===== config.mk =====
export PLATFORM = sky130hd
export DESIGN_NAME = trim_option_bytes
export DESIGN_NICKNAME = d
export VERILOG_FILES = /design/src/core/trim_pkg.sv /design/src/core/trim_ahb_slave.sv /design/src/core/trim_option_bytes.sv
export SDC_FILE = /design/constraint.sdc
export NUM_CORES = 1
export LEC_CHECK = 0
export BUFFER_PORTS_ARGS = -buffer_cell sky130_fd_sc_hd__buf_2
export CAP_MARGIN = 5
export CORE_MARGIN = 2
export CORE_UTILIZATION = 50
export CTS_CLUSTER_DIAMETER = 100
export CTS_CLUSTER_SIZE = 20
export DETAILED_ROUTE_END_ITERATION = 8
export GPL_TIMING_DRIVEN = 0
export PLACE_DENSITY = 0.77
export REMOVE_ABC_BUFFERS = 1
export SYNTH_ARGS = -nofsm -noshare
export SYNTH_HDL_FRONTEND = slang
export SYNTH_SLANG_ARGS = --single-unit
export TNS_END_PERCENT = 100

===== constraint.sdc =====
create_clock -name clk -period 3.75 [get_ports clk]
set_clock_uncertainty 0.05 [all_clocks]
set_input_delay 0.375 -clock clk [delete_from_list [all_inputs] [get_ports clk]]
set_output_delay 0.375 -clock clk [all_outputs]
set_load 0.02 [all_outputs]

===== src/core/trim_pkg.sv =====
// shared constants and helpers for the trim option byte bank
package trim_pkg;

    // word index of each trim byte; byte address is four times the index
    localparam logic [2:0] IDX_RSVD_ZERO = 3'h0;
    localparam logic [2:0] IDX_RSVD_ONE = 3'h1;
    localparam logic [2:0] IDX_OSC_TRIM = 3'h2;
    localparam logic [2:0] IDX_LOW_VOLTAGE_TRIM_CODE = 3'h3;
    localparam logic [2:0] IDX_RSVD_FOUR = 3'h4;
    // read-only status word holding the computed threshold
    localparam logic [2:0] IDX_STATUS = 3'h5;
    localparam logic [2:0] IDX_LAST_TRIM = 3'h4;

    // index field inside the bus address
    localparam int IDX_LSB = 2;
    localparam int IDX_W = 3;

    // information page locations backing the trim bytes
    localparam logic [7:0] INFO_BASE = 8'h20;
    localparam logic [7:0] INFO_LAST = 8'h24;

    // low voltage byte layout
    localparam int LVD_CODE_LSB = 0;
    localparam int LVD_CODE_MSB = 4;
    localparam int LVD_RSVD_LSB = 5;
    localparam int LVD_RSVD_MSB = 7;
    localparam logic [2:0] LVD_RSVD_ONES = 3'h7;
    localparam logic [4:0] LVD_DEFAULT_CODE = 5'h0a;
    localparam logic [7:0] LVD_FACTORY_BYTE = {LVD_RSVD_ONES, LVD_DEFAULT_CODE};

    // threshold arithmetic in millivolts
    localparam logic [11:0] THR_BASE_MV = 12'he10;
    localparam logic [11:0] THR_STEP_MV = 12'h032;
    localparam int THR_W = 12;

    // bus encodings
    localparam logic [2:0] HSIZE_WORD = 3'h2;
    localparam int HTRANS_ACTIVE_BIT = 1;
    localparam logic [31:0] RDATA_RESET = 32'h0000_0000;
    localparam logic HRESP_OKAY = 1'b0;

    // trim index to information page location
    function automatic logic [7:0] info_addr(input logic [2:0] idx);
        info_addr = INFO_BASE + {5'h00, idx};
    endfunction

    // nominal threshold for a trim code
    function automatic logic [11:0] threshold_mv(input logic [4:0] code);
        logic [11:0] step;
        step = 12'({7'h00, code} * THR_STEP_MV);
        threshold_mv = THR_BASE_MV - step;
    endfunction

endpackage


===== src/core/trim_ahb_slave.sv =====
// ahb-lite front end for the trim byte bank
`timescale 1ns/1ps
`default_nettype none
module trim_ahb_slave #(
    parameter int HADDR_W = 32
) (
    input wire logic clk,
    input wire logic sys_rst,
    input wire logic hsel,
    input wire logic [HADDR_W-1:0] haddr,
    input wire logic [1:0] htrans,
    input wire logic hwrite,
    input wire logic [2:0] hsize,
    input wire logic hready,
    input wire logic [31:0] hwdata,
    output logic hreadyout,
    output logic hresp,
    output logic wr_en,
    output logic [trim_pkg::IDX_W-1:0] wr_idx,
    output logic [7:0] wr_data,
    output logic rd_en,
    output logic [trim_pkg::IDX_W-1:0] rd_idx,
    output logic rd_hit
);
    import trim_pkg::*;

    // the index field must fit inside the address
    if (HADDR_W < IDX_LSB + IDX_W + 1) begin : g_addr_chk
        $error("haddr too narrow for the trim map");
    end

    logic take; // address phase accepted this edge
    logic hit; // address lands on a mapped word
    logic [IDX_W-1:0] idx; // word index of this address phase
    logic wr_pend_q; // write data phase in progress
    logic [IDX_W-1:0] wr_idx_q; // index held into the data phase

    // decode: upper address bits must be clear and index in range
    always_comb begin
        idx = haddr[IDX_LSB +: IDX_W];
        take = hsel && htrans[HTRANS_ACTIVE_BIT] && hready && (hsize == HSIZE_WORD);
        if (haddr[HADDR_W-1:IDX_LSB+IDX_W] != '0) begin
            hit = 1'b0;
        end else if (haddr[IDX_LSB-1:0] != '0) begin
            hit = 1'b0;
        end else if (idx <= IDX_STATUS) begin
            hit = 1'b1;
        end else begin
            hit = 1'b0;
        end
    end

    // registers answer at once, so no wait states and never an error
    assign hreadyout = 1'b1;
    assign hresp = HRESP_OKAY;

    // reads are sampled in the address phase; the main file bypasses writes
    assign rd_en = take && !hwrite;
    assign rd_idx = idx;
    assign rd_hit = hit;

    // writes only to trim bytes; status word and holes swallow the data
    always_ff @(posedge clk or posedge sys_rst) begin
        if (sys_rst) begin
            wr_pend_q <= 1'b0;
            wr_idx_q <= '0;
        end else begin
            wr_pend_q <= take && hwrite && hit && (idx <= IDX_LAST_TRIM);
            wr_idx_q <= idx;
        end
    end

    assign wr_en = wr_pend_q;
    assign wr_idx = wr_idx_q;
    assign wr_data = hwdata[7:0];

endmodule
`default_nettype wire


===== src/core/trim_option_bytes.sv =====
// trim option byte bank with ahb-lite access and analog control words
`timescale 1ns/1ps
`default_nettype none
// Behaviour
// - trim words 0-4 map to info 20h-24h
// - bytes read/write, untouched by any reset
// - whole byte 2 trims the oscillator
// - byte 3 bits 4:0 hold threshold code
// - each code step lowers threshold one step
// - threshold is base minus code times step
// - factory default code is 01010, 3.10 V
module trim_option_bytes #(
    parameter int HADDR_W = 32,
    parameter logic [7:0] OSC_FACTORY_BYTE = 8'h80,
    parameter logic [7:0] RSVD_FACTORY_BYTE = 8'hff
) (
    input wire logic clk,
    input wire logic sys_rst,
    input wire logic nv_init,
    input wire logic hsel,
    input wire logic [HADDR_W-1:0] haddr,
    input wire logic [1:0] htrans,
    input wire logic hwrite,
    input wire logic [2:0] hsize,
    input wire logic hready,
    input wire logic [31:0] hwdata,
    output logic [31:0] hrdata,
    output logic hreadyout,
    output logic hresp,
    output logic [7:0] oscillator_trim_value,
    output logic [4:0] low_voltage_trim_code,
    output logic [trim_pkg::THR_W-1:0] low_voltage_threshold
);
    import trim_pkg::*;

    // the map assumes exactly five bytes behind 20h-24h
    if (INFO_LAST - INFO_BASE != 8'(IDX_LAST_TRIM)) begin : g_map_chk
        $error("information page window does not match trim count");
    end

    logic wr_en; // write data phase, one cycle
    logic [IDX_W-1:0] wr_idx; // target of that write
    logic [7:0] wr_data; // byte being written
    logic rd_en; // read address phase, one cycle
    logic [IDX_W-1:0] rd_idx; // word asked for
    logic rd_hit; // word is mapped

    // nonvolatile image, addressed by information page location
    logic [7:0] trim_mem [INFO_BASE:INFO_LAST];

    logic [31:0] hrdata_q; // read data for the data phase
    logic [7:0] osc_q; // oscillator control word
    logic [4:0] lvd_code_q; // threshold trim code
    logic [THR_W-1:0] thr_q; // nominal threshold in mV
    logic [7:0] rd_byte; // selected byte with write bypass

    // bus front end
    trim_ahb_slave #(
        .HADDR_W(HADDR_W)
    ) u_bus (
        .clk(clk),
        .sys_rst(sys_rst),
        .hsel(hsel),
        .haddr(haddr),
        .htrans(htrans),
        .hwrite(hwrite),
        .hsize(hsize),
        .hready(hready),
        .hwdata(hwdata),
        .hreadyout(hreadyout),
        .hresp(hresp),
        .wr_en(wr_en),
        .wr_idx(wr_idx),
        .wr_data(wr_data),
        .rd_en(rd_en),
        .rd_idx(rd_idx),
        .rd_hit(rd_hit)
    );

    // storage has no reset branch on purpose: bus reset must not disturb
    // the trim image; only the power-on load pulse restores factory values
    always_ff @(posedge clk) begin
        if (nv_init) begin
            // factory image, default threshold code included
            trim_mem[info_addr(IDX_RSVD_ZERO)] <= RSVD_FACTORY_BYTE;
            trim_mem[info_addr(IDX_RSVD_ONE)] <= RSVD_FACTORY_BYTE;
            trim_mem[info_addr(IDX_OSC_TRIM)] <= OSC_FACTORY_BYTE;
            trim_mem[info_addr(IDX_LOW_VOLTAGE_TRIM_CODE)] <= LVD_FACTORY_BYTE;
            trim_mem[info_addr(IDX_RSVD_FOUR)] <= RSVD_FACTORY_BYTE;
        end else if (wr_en) begin
            // reserved bits are stored exactly as written, no masking
            trim_mem[info_addr(wr_idx)] <= wr_data;
        end
    end

    // read mux; a write finishing this cycle to the same word wins,
    // which keeps back-to-back write then read coherent at zero wait
    always_comb begin
        if (wr_en && (wr_idx == rd_idx)) begin
            rd_byte = wr_data;
        end else if (rd_idx <= IDX_LAST_TRIM) begin
            rd_byte = trim_mem[info_addr(rd_idx)];
        end else begin
            rd_byte = 8'h00;
        end
    end

    // read data register, loaded in the address phase
    always_ff @(posedge clk or posedge sys_rst) begin
        if (sys_rst) begin
            hrdata_q <= RDATA_RESET;
        end else if (rd_en) begin
            if (!rd_hit) begin
                // unmapped words read zero
                hrdata_q <= RDATA_RESET;
            end else if (rd_idx == IDX_STATUS) begin
                // status word exposes the computed threshold
                hrdata_q <= {20'h00000, thr_q};
            end else begin
                hrdata_q <= {24'h000000, rd_byte};
            end
        end
    end

    assign hrdata = hrdata_q;

    // oscillator word follows storage one cycle later;
    // reset shows factory values until the copy takes over
    always_ff @(posedge clk or posedge sys_rst) begin
        if (sys_rst) begin
            osc_q <= OSC_FACTORY_BYTE;
        end else begin
            osc_q <= trim_mem[info_addr(IDX_OSC_TRIM)];
        end
    end

    // threshold code uses only the low field; upper bits are ignored
    always_ff @(posedge clk or posedge sys_rst) begin
        if (sys_rst) begin
            lvd_code_q <= LVD_DEFAULT_CODE;
        end else begin
            lvd_code_q <= trim_mem[info_addr(IDX_LOW_VOLTAGE_TRIM_CODE)][LVD_CODE_MSB:LVD_CODE_LSB];
        end
    end

    // threshold derived from the latched code, a further cycle behind
    always_ff @(posedge clk or posedge sys_rst) begin
        if (sys_rst) begin
            thr_q <= threshold_mv(LVD_DEFAULT_CODE);
        end else begin
            thr_q <= threshold_mv(lvd_code_q);
        end
    end

    // analog consumers see static words, never bus glitches
    assign oscillator_trim_value = osc_q;
    assign low_voltage_trim_code = lvd_code_q;
    assign low_voltage_threshold = thr_q;

    // helper: trim bytes as last seen before a reset pulse
    logic [7:0] snap_osc_q;
    logic [7:0] snap_lvd_q;
    logic snap_ok_q; // snapshot taken since the last image load
    logic rst_seen_q; // reset level one edge back

    // the snapshot also runs on the first edge inside reset, so a write
    // landing on the very edge that reset rises is still captured
    always_ff @(posedge clk) begin
        rst_seen_q <= sys_rst;
        if (nv_init) begin
            // image reload makes any older snapshot meaningless
            snap_ok_q <= 1'b0;
        end else if (!rst_seen_q) begin
            snap_osc_q <= trim_mem[info_addr(IDX_OSC_TRIM)];
            snap_lvd_q <= trim_mem[info_addr(IDX_LOW_VOLTAGE_TRIM_CODE)];
            snap_ok_q <= 1'b1;
        end
    end
endmodule
`default_nettype wire


Yosys cells after proc, flatten, opt, wreduce, memory -nomap -nowiden
Memories as Yosys holds them, arrays and structs flattened. A register that Yosys moved wholly into a read port is not among the register bits.
Index checks and enable logic that the tools add are counted.

word-level totals
  register bits after elaboration = 48
  RAM bits = 40
  logic and storage cells = 41
  memories kept = 1

memories
  name      depth  width  rd ports  clocked after memory_dff  wr ports  line                     RTL
  trim_mem  5      8      3         2                         5         trim_option_bytes.sv:49  logic [7:0] trim_mem [INFO_BASE:INFO_LAST];

cells by class
  $add $sub $neg = 3
  multiply operators = 1
  magnitude comparators = 2
  equality and inequality tests = 3
  multiplexer cells = 15
  reduce and logical (&&, ||, !) cells = 12

operator list
  cell                                                                  count
  27-bit nonzero test                                                   1
  12-bit 2-to-1 mux                                                     2
  8-bit 2-to-1 mux                                                      3
  6-bit by 3-bit adder with 6-bit output, first input constant          2
  12-bit by 11-bit subtractor with 12-bit output, first input constant  1
  5-bit by 5-bit multiplier with 10-bit output, second input constant   1
  1-bit 2-to-1 mux                                                      9
  1-bit logical AND                                                     8
  8-bit OR reduction                                                    1
  3-bit <= comparator, second input constant                            2
  6-bit 2-to-1 mux                                                      1
  3-bit by 2-bit == test with 1-bit output, second input constant       1
  3-bit == test                                                         1
  3-bit == test, second input constant                                  1
  2-bit nonzero test                                                    1
  1-bit logical NOT                                                     1

Depth between registers and ports, before layout
Gate-level depths: netlist of run 1.

  word-level depth = 6
  depth in mapped cells = 10
  gate-level depth less buffers = 10

By module
From an unflattened synthesis of run 1, not the netlist that was laid out.

unflattened totals
  cells, all modules = 328
  area total of the unflattened synthesis = 4080.2 um^2

by module, submodules not included
  module             times used  cells an instance  area each (um^2)  sequential area each (um^2)
  trim_option_bytes  1           291                3746.1            2112.0
  trim_ahb_slave     1           37                 334.1             100.1

Worst setup path after synthesis of run 1
No wires, ideal clock.

  kind = reg2reg
  start point = reg lvd_code_q[1], in the netlist low_voltage_trim_code[1] (read register of trim_mem)
  end point = reg thr_q[10], in the netlist low_voltage_threshold[10]
  library setup time = 85 ps
  arrival time = 2661 ps
  required time = 3615 ps
  slack = 954 ps
  cell stages (with the launch flop) = 10
  buffers on the path = 0
  clock period less this slack = 2796 ps
  cell sequence = dfstp_2 -> inv_1 -> ha_1 -> ha_1 -> ha_1 -> fa_1 -> xor2_1 -> nor4_1 -> a21oi_1 -> xnor2_1

on the way
  longest elaborated chain between the ends = 2

ends and longest elaborated chain
  what                                            line                      RTL
  start: declaration                              trim_option_bytes.sv:53   logic [4:0] lvd_code_q;
  5-bit by 5-bit multiplier with 10-bit output    trim_pkg.sv:50            step = 12'({7'h00, code} * THR_STEP_MV);
  12-bit by 11-bit subtractor with 12-bit output  trim_pkg.sv:51            threshold_mv = THR_BASE_MV - step;
  end signal: assignment                          trim_option_bytes.sv:149  thr_q <= threshold_mv(LVD_DEFAULT_CODE);
  end signal: assignment                          trim_option_bytes.sv:151  thr_q <= threshold_mv(lvd_code_q);
  end: declaration                                trim_option_bytes.sv:54   logic [THR_W-1:0] thr_q;

Every way passes these cells.
A chain may end at the register's enable or synchronous reset.

Worst setup path after layout of run 1
Same ends and word-level chain as after synthesis.

==> results of run 1 <==
layer usage:
metal	global-route usage	routed length (µm)
met5	0	0
met4	0.06495	123
met3	0.05157	475
met2	0.3170	4062
met1	0.2343	3301
worst max-delay path, cell delays in order (launching register included):
cell,delay (ns)
dfstp_2,0.57
inv_1,0.07
ha_1,0.32
ha_1,0.30
ha_1,0.23
fa_1,0.44
xor2_1,0.21
nor4_1,0.39
a21oi_1,0.14
xnor2_1,0.15
through the flow:
stage	cells	instance area, µm²
after floorplan	299	3820
after global placement	486	4373
after detailed placement	486	4373
after CTS	502	4591
after global routing	502	4591
final	502	4591
power breakdown:
| part | leakage (nW) | total, W | switching, W | internal (W) |
|---|---|---|---|---|
| registers | 0.863 | 0.000971 | 0.0000163 | 0.000955 |
| logic | 0.986 | 0.000211 | 0.000133 | 0.0000774 |
| clock network | 0.107 | 0.000678 | 0.000304 | 0.000375 |
area by class of cell:
| class | instances | area [µm²] | share of cell area |
|---|---|---|---|
| Tap cell | 102 | 127.6 | 0.02780 |
| Inverter | 7 | 26.28 | 0.005724 |
| Clock buffer | 9 | 123.9 | 0.02698 |
| Clock inverter | 7 | 93.84 | 0.02044 |
| Sequential cell | 80 | 2212 | 0.4819 |
| Timing Repair Buffer | 85 | 425.4 | 0.09267 |
| Multi-Input combinational cell | 212 | 1582 | 0.3445 |
placed cells by master (no fill, tap or decap), types with 7 or more instances in the layout:
master     n
nand2b_1  13
ha_1      19
buf_2     85
dfstp_2    8
xnor2_1   12
clkbuf_8   9
nand2_1    7
a311oi_1   7
nor4_1     7
conb_1    23
a32oi_1    7
mux4_2     7
and2_1    11
nor2_1    13
nor2b_1    9
or2_2     27
edfxtp_1  40
o31ai_1    7
dfrtp_1   32
state kept, by name, indices dropped and copies added (netlist names):
signal                 flops
hrdata                    12
u_bus.wr_idx               3
u_bus.wr_en                1
low_voltage_trim_code      5
trim_mem                  40
low_voltage_threshold     11
oscillator_trim_value      8
logic make-up after synthesis:
group / synth area share
other: 0.001897
AOI/OAI and AO/OA: 0.07838
DFF: 0.5588
and+or+nand+nor: 0.1587
adders and majority gates: 0.06511
buffers and inverters: 0.06163
muxes: 0.04235
xor gates and xnor gates: 0.03319
final timing paths:
kind | slack, ns | from | to | cells past startpoint
max in group asynchronous | 2.99 | sys_rst | oscillator_trim_value[4] | 2
worst max register to register | 0.80 | low_voltage_trim_code[1] | low_voltage_threshold[10] | 9
worst min register to register | 0.33 | trim_mem[35][0] | low_voltage_trim_code[0] | 0
worst min-delay path | 0.13 | sys_rst | oscillator_trim_value[6] | 2
worst max-delay path | 0.80 | low_voltage_trim_code[1] | low_voltage_threshold[10] | 9
min in group clk | 0.21 | hwrite | u_bus.wr_en | 3
==> metrics.txt, run 1 <==
normalized max-slew margin=0.4465; # H-tree levels=3; Final ANT Viol Nets=0; end-of-flow core utilization=0.5972; peak fanout along the critical path=4; proportion of layout cells with a drive suffix above 1=0.3675; top area cells in the synthesized netlist=edfxtp_1, dfrtp_1, ha_1, dfstp_2, buf_4; filler cell count in the final layout=around 640; y dimension of the die=~93 µm; number of instances resized during post-cts repair=0; CTS sink count=80; Skew-Pair Late Insertion Delay=0.35 ns; router iterations before antenna repair=4; die footprint=8645 µm²; Mapped Cells=between 300 and 400; post-route worst hold slack=0.1334 ns; clock root buffer=clkbuf_8; wire length of the first global-routing pass=12.19 mm; setup repair bufs after CTS=0; overall via count from detail_route=around 2700; routability-driven placement congestion ratio=about 0.78; maximum number of pins on one net before global-route repair=41; Final WS setup=0.8022 ns; # Max-Cap Violations=0; Post-CTS Hold Buffers=0; Starting Density=0.5150; number of buffers inserted by port buffering=85; Critical Path RT=3.98 ns; vias in the first global route=about 2600; violation count after the first detailed-routing iteration=123; core area=7687 µm²; worst IR drop on VDD=0.2294 mV; leakage power summed over all cells=1.956 nW; count leader, synth=edfxtp_1; share of flip-flops with an asynchronous set or reset=0.5000; Chip Width=92.98 µm; clock buffers created by TritonCTS=9; Critical Path Start Type=flip-flop; DRC viols=0; detailed-route wire length=7.962 mm; post-synthesis cell type count=43; clock edge transition at the registers on the reported setup and hold paths=roughly 0.08 ns; crit share post-route=0.7861; fraction of the yosys area taken by sequential cells=0.5588; synthesis-to-layout area growth=15.96%; Setup Crit Path Kind=flip-flop to flip-flop; PnR Total Power=0.001861 W; area share of the largest cell type after synthesis=0.3034; Max Fclk=339.2 MHz; most used flip-flop cell after synthesis=edfxtp_1; syn avg cell area=between 10 and 15 µm²; Worst Setup End Kind=flip-flop; detail-routed via count per cell=5.313; post-synthesis instance area=3959 µm²; ranking of synthesized cells by instance count=edfxtp_1, dfrtp_1, or2_2; ANT cells=0; number of flops mapped to enable cells by yosys=40; Clock Path Buffers=2; per-cell routed wire length=15.86 µm; Place WS=~0.81 ns; number of nets in the layout=490; CTS tree=yes; standard-cell rows=32; unrepaired setup endpoints after global routing=false; worst endpoint data arrival time=3.17 ns; number of I/O pins=approximately 130; cell area power density=405.3 nW/µm²; Total Negative Setup Slacks=0 ns; post-synth top area cell=edfxtp_1; actual slew at the worst max-slew pin=0.8290 ns; grt total ovfl=0; Yosys warning total=0; number of pins exceeding their max-slew limit in the final report=0; number of register bits inferred by synthesis=80; Hold WC Path Type=input pin to async pin; status=finished, final reports clean; total count of hold-check failures in the final report=0; dpl hpwl=between 5 and 6 mm; initial antenna violation count=0; clock period minus worst slack=2.948 ns; GRT Resource Usage Total=0.1879; final setup vio count=0
(Power assumes the default switching activity.)
==> run 2, diff against run 1 <==
CORE_UTILIZATION = 45   (was 50)
PLACE_DENSITY = 0.74   (was 0.77)
clock period = 2.4 ns   (was 3.75 ns; I/O delays follow)
==> run 2 against run 1 <==
  * The flow now finishes with violations (negative hold slack, negative setup slack)
  * Global-route usage down 0.35 points
  * Count of clock-buffer cells in the layout up 3
  * Final area up 5.7%
  * Routed wire length up 5.6%
  * Fmax up 16%
  * Sequential power up 57%
  * Utilization down 3.5 points
  * Critical path depth unchanged
  * Clock power up 45%
  * Setup slack worse by 0.95 ns
  * Cell count up 3.0%
  * Via count down 1.3%
  * Largest power group unchanged
==> metrics.txt, run 2 (same netlist as run 1, synthesis figures left out) <==
PnR Total Power=0.002898 W (was 0.001861 W); number of I/O pins=134 (unchanged); flip-flop count of the largest register, all copies and words added=40 (unchanged); detail-routed via count per cell=5.091 (was 5.313); actual slew at the worst max-slew pin=0.8120 ns (was 0.8290 ns); fraction of power consumed by combinational cells=0.137 (was 0.113); Skew-Pair Late Insertion Delay=0.35 ns (about the same); # H-tree levels=3 (unchanged); clock period minus worst slack=2.543 ns (was 2.948 ns); number of buffers inserted by port buffering=85 (unchanged); clock share of power=0.339 (was 0.365); Final WS setup=-0.1428 ns (was 0.8022 ns); maximum number of pins on one net before global-route repair=41 (unchanged); vias in the first global route=2663 (was 2613); switching part of the total=0.2527 (was 0.2438); router iterations before antenna repair=4 (unchanged); initial antenna violation count=0 (unchanged); clock edge transition at the registers on the reported setup and hold paths=0.08 ns (about the same); violated checks=negative hold slack, negative setup slack; wire length of the first global-routing pass=13.62 mm (was 12.19 mm); y dimension of the die=97.80 µm (was 92.98 µm); clock buffers created by TritonCTS=9 (unchanged); cell area power density=597.3 nW/µm² (was 405.3 nW/µm²); most common cell after layout, fill and taps aside=buf_2 (unchanged); Psw=0.0007324 W (was 0.0004536 W); peak fanout along the critical path=2 (was 4); grt total ovfl=0 (unchanged); worst endpoint data arrival time=2.77 ns (was 3.17 ns); Hold WC Path Type=input pin to async pin (unchanged); die footprint=9564 µm² (was 8645 µm²); ordered list of cells on the worst path=inv_4, ha_4, ha_4, ha_4, fa_2, xor2_2, nor4_2, a21oi_1, xnor2_1 (was inv_1, ha_1, ha_1, ha_1, fa_1, xor2_1, nor4_1, a21oi_1, xnor2_1); Worst Setup End Kind=flip-flop (unchanged); status=finished, violations left (was finished, final reports clean); normalized max-slew margin=0.4579 (was 0.4465); cell type with the highest occurrence count on the critical path=ha_4 (was ha_1); proportion of layout cells with a drive suffix above 1=0.4352 (was 0.3675); worst IR drop on VDD=0.3397 mV (was 0.2294 mV); post-route worst hold slack=-0.01158 ns (was 0.1334 ns); Setup Crit Path Kind=flip-flop to flip-flop (unchanged); crit share post-route=1.060 (was 0.7861); maximum single-stage delay on the critical path=0.57 ns (about the same); CTS tree=yes (unchanged); clock root buffer=clkbuf_8 (unchanged); violation count after the first detailed-routing iteration=134 (was 123); Critical Path Start Type=flip-flop (unchanged); GRT Resource Usage Total=0.1844 (was 0.1879); highest-count cells in the layout ignoring fill and taps=buf_2, edfxtp_1, dfrtp_1, or2_2, conb_1 (unchanged); total count of hold-check failures in the final report=7 (was 0); dpl hpwl=5.806 mm (was 5.932 mm); standard-cell rows=34 (was 32); # Max-Cap Violations=0 (unchanged); overall via count from detail_route=2632 (was 2667); synthesis-to-layout area growth=22.57% (was 15.96%); Clock Path Buffers=2 (unchanged); Critical Path RT=2.63 ns (was 3.98 ns); Finished Layout Cells=517 (was 502); Post-CTS Hold Buffers=0 (unchanged); Starting Density=0.4584 (was 0.5150); final setup vio count=4 (was 0); routability-driven placement congestion ratio=0.7806 (was 0.7827); Place WS=-0.5693 ns (was 0.8137 ns); filler cell count in the final layout=720 (was 635); Chip Width=97.80 µm (was 92.98 µm); ANT cells=0 (unchanged); register share of total power=0.524 (was 0.522); per-cell routed wire length=16.26 µm (was 15.86 µm); core area=8636 µm² (was 7687 µm²); CTS sink count=80 (unchanged); DRC viols=0 (unchanged); number of nets in the layout=499 (was 490); number of pins exceeding their max-slew limit in the final report=0 (unchanged); Final ANT Viol Nets=0 (unchanged); leakage power summed over all cells=1.993 nW (was 1.956 nW); number of instances in the placed design=492 (was 486); internal power=0.002166 W (was 0.001407 W); detailed-route wire length=8.405 mm (was 7.962 mm); Most flops, register=trim_mem (unchanged); Crit-path slowest cell=dfstp_2 (unchanged); Max Fclk=393.3 MHz (was 339.2 MHz); unrepaired setup endpoints after global routing=true (was false)
-- run 2: changes by cell type in the layout (fill, tap and decap cells not counted), moves of 2 or more --
cell | previous run | this run
ha_4 | 0 | 10
xor2_1 | 3 | 0
buf_4 | 0 | 9
inv_1 | 6 | 4
xor2_2 | 0 | 3
ha_1 | 19 | 9
xnor2_1 | 12 | 10
xnor2_2 | 0 | 2
clkbuf_1 | 0 | 2
-- run 2: final cells by class --
cell class,count,area (µm²),share of cell area
multi-input cells,212,1783,0.3675
clock buffers,12,145.1,0.02991
flip-flops and latches,80,2213,0.4562
repair buffers,94,493.0,0.1016
well taps,108,135.1,0.02785
inverters,7,28.78,0.005931
clock inverters,4,53.80,0.01109
-- run 2: final timing paths --
kind                                     startpoint  slack [ns]  cells after the start                        end
max in group asynchronous                   sys_rst        1.74                      2   low_voltage_trim_code[2]
setup reg to reg           low_voltage_trim_code[1]       -0.14                      9  low_voltage_threshold[10]
min in group clk                             hwrite        0.09                      3                u_bus.wr_en
hold reg to reg                     trim_mem[34][6]        0.33                      0   oscillator_trim_value[6]
hold / removal                              sys_rst       -0.01                      2            u_bus.wr_idx[0]
setup / recovery           low_voltage_trim_code[1]       -0.14                      9  low_voltage_threshold[10]
-- run 2: metal layers --
metal,part of all wire,GRT usage,vias to the layer above
met5,0,0,-
met4,0.0069,0.04167,0
met3,0.047,0.05369,6
met2,0.50,0.3029,71
met1,0.44,0.2462,1291
li1,-,-,1264
-- run 2: critical path, delay by kind of cell (launching register included) --
kind	cells	cell delay [ns]
adders and majority gates	4	0.98
DFF	1	0.57
xor gates and xnor gates	2	0.34
and+or+nand+nor	1	0.33
AOI/OAI and AO/OA	1	0.13
buffers and inverters	1	0.06
-- run 2: what timing repair did --
item | CTS | global route
buffers inserted | 8 | 1
gates resized for setup | 25 | 4
setup endpoints to repair | 5 | 5
pin swaps | 14 | 6
-- run 2: power by group through the flow --
stage | logic (W) | registers [W] | clock network, W
6_report | 0.000397 | 0.00152 | 0.000983
5_1_grt | 0.000430 | 0.00152 | 0.00107
4_1_cts | 0.000388 | 0.00152 | 0.000995
3_5_place_dp | 0.000331 | 0.00155 | 0
3_3_place_gp | 0.000325 | 0.00154 | 0
2_1_floorplan | 0.000168 | 0.00158 | 0
-- run 2: through the flow --
step / setup TNS [ns] / util / cell area, µm²
finish: -0.5225 / 0.5619 / 4852
global route: -0.7662 / 0.5619 / 4852
CTS: -0.3228 / 0.5584 / 4822
detailed placement: -2.148 / 0.5072 / 4380
global placement: -1.996 / 0.5072 / 4380
floorplan: -1.436 / - / 3820
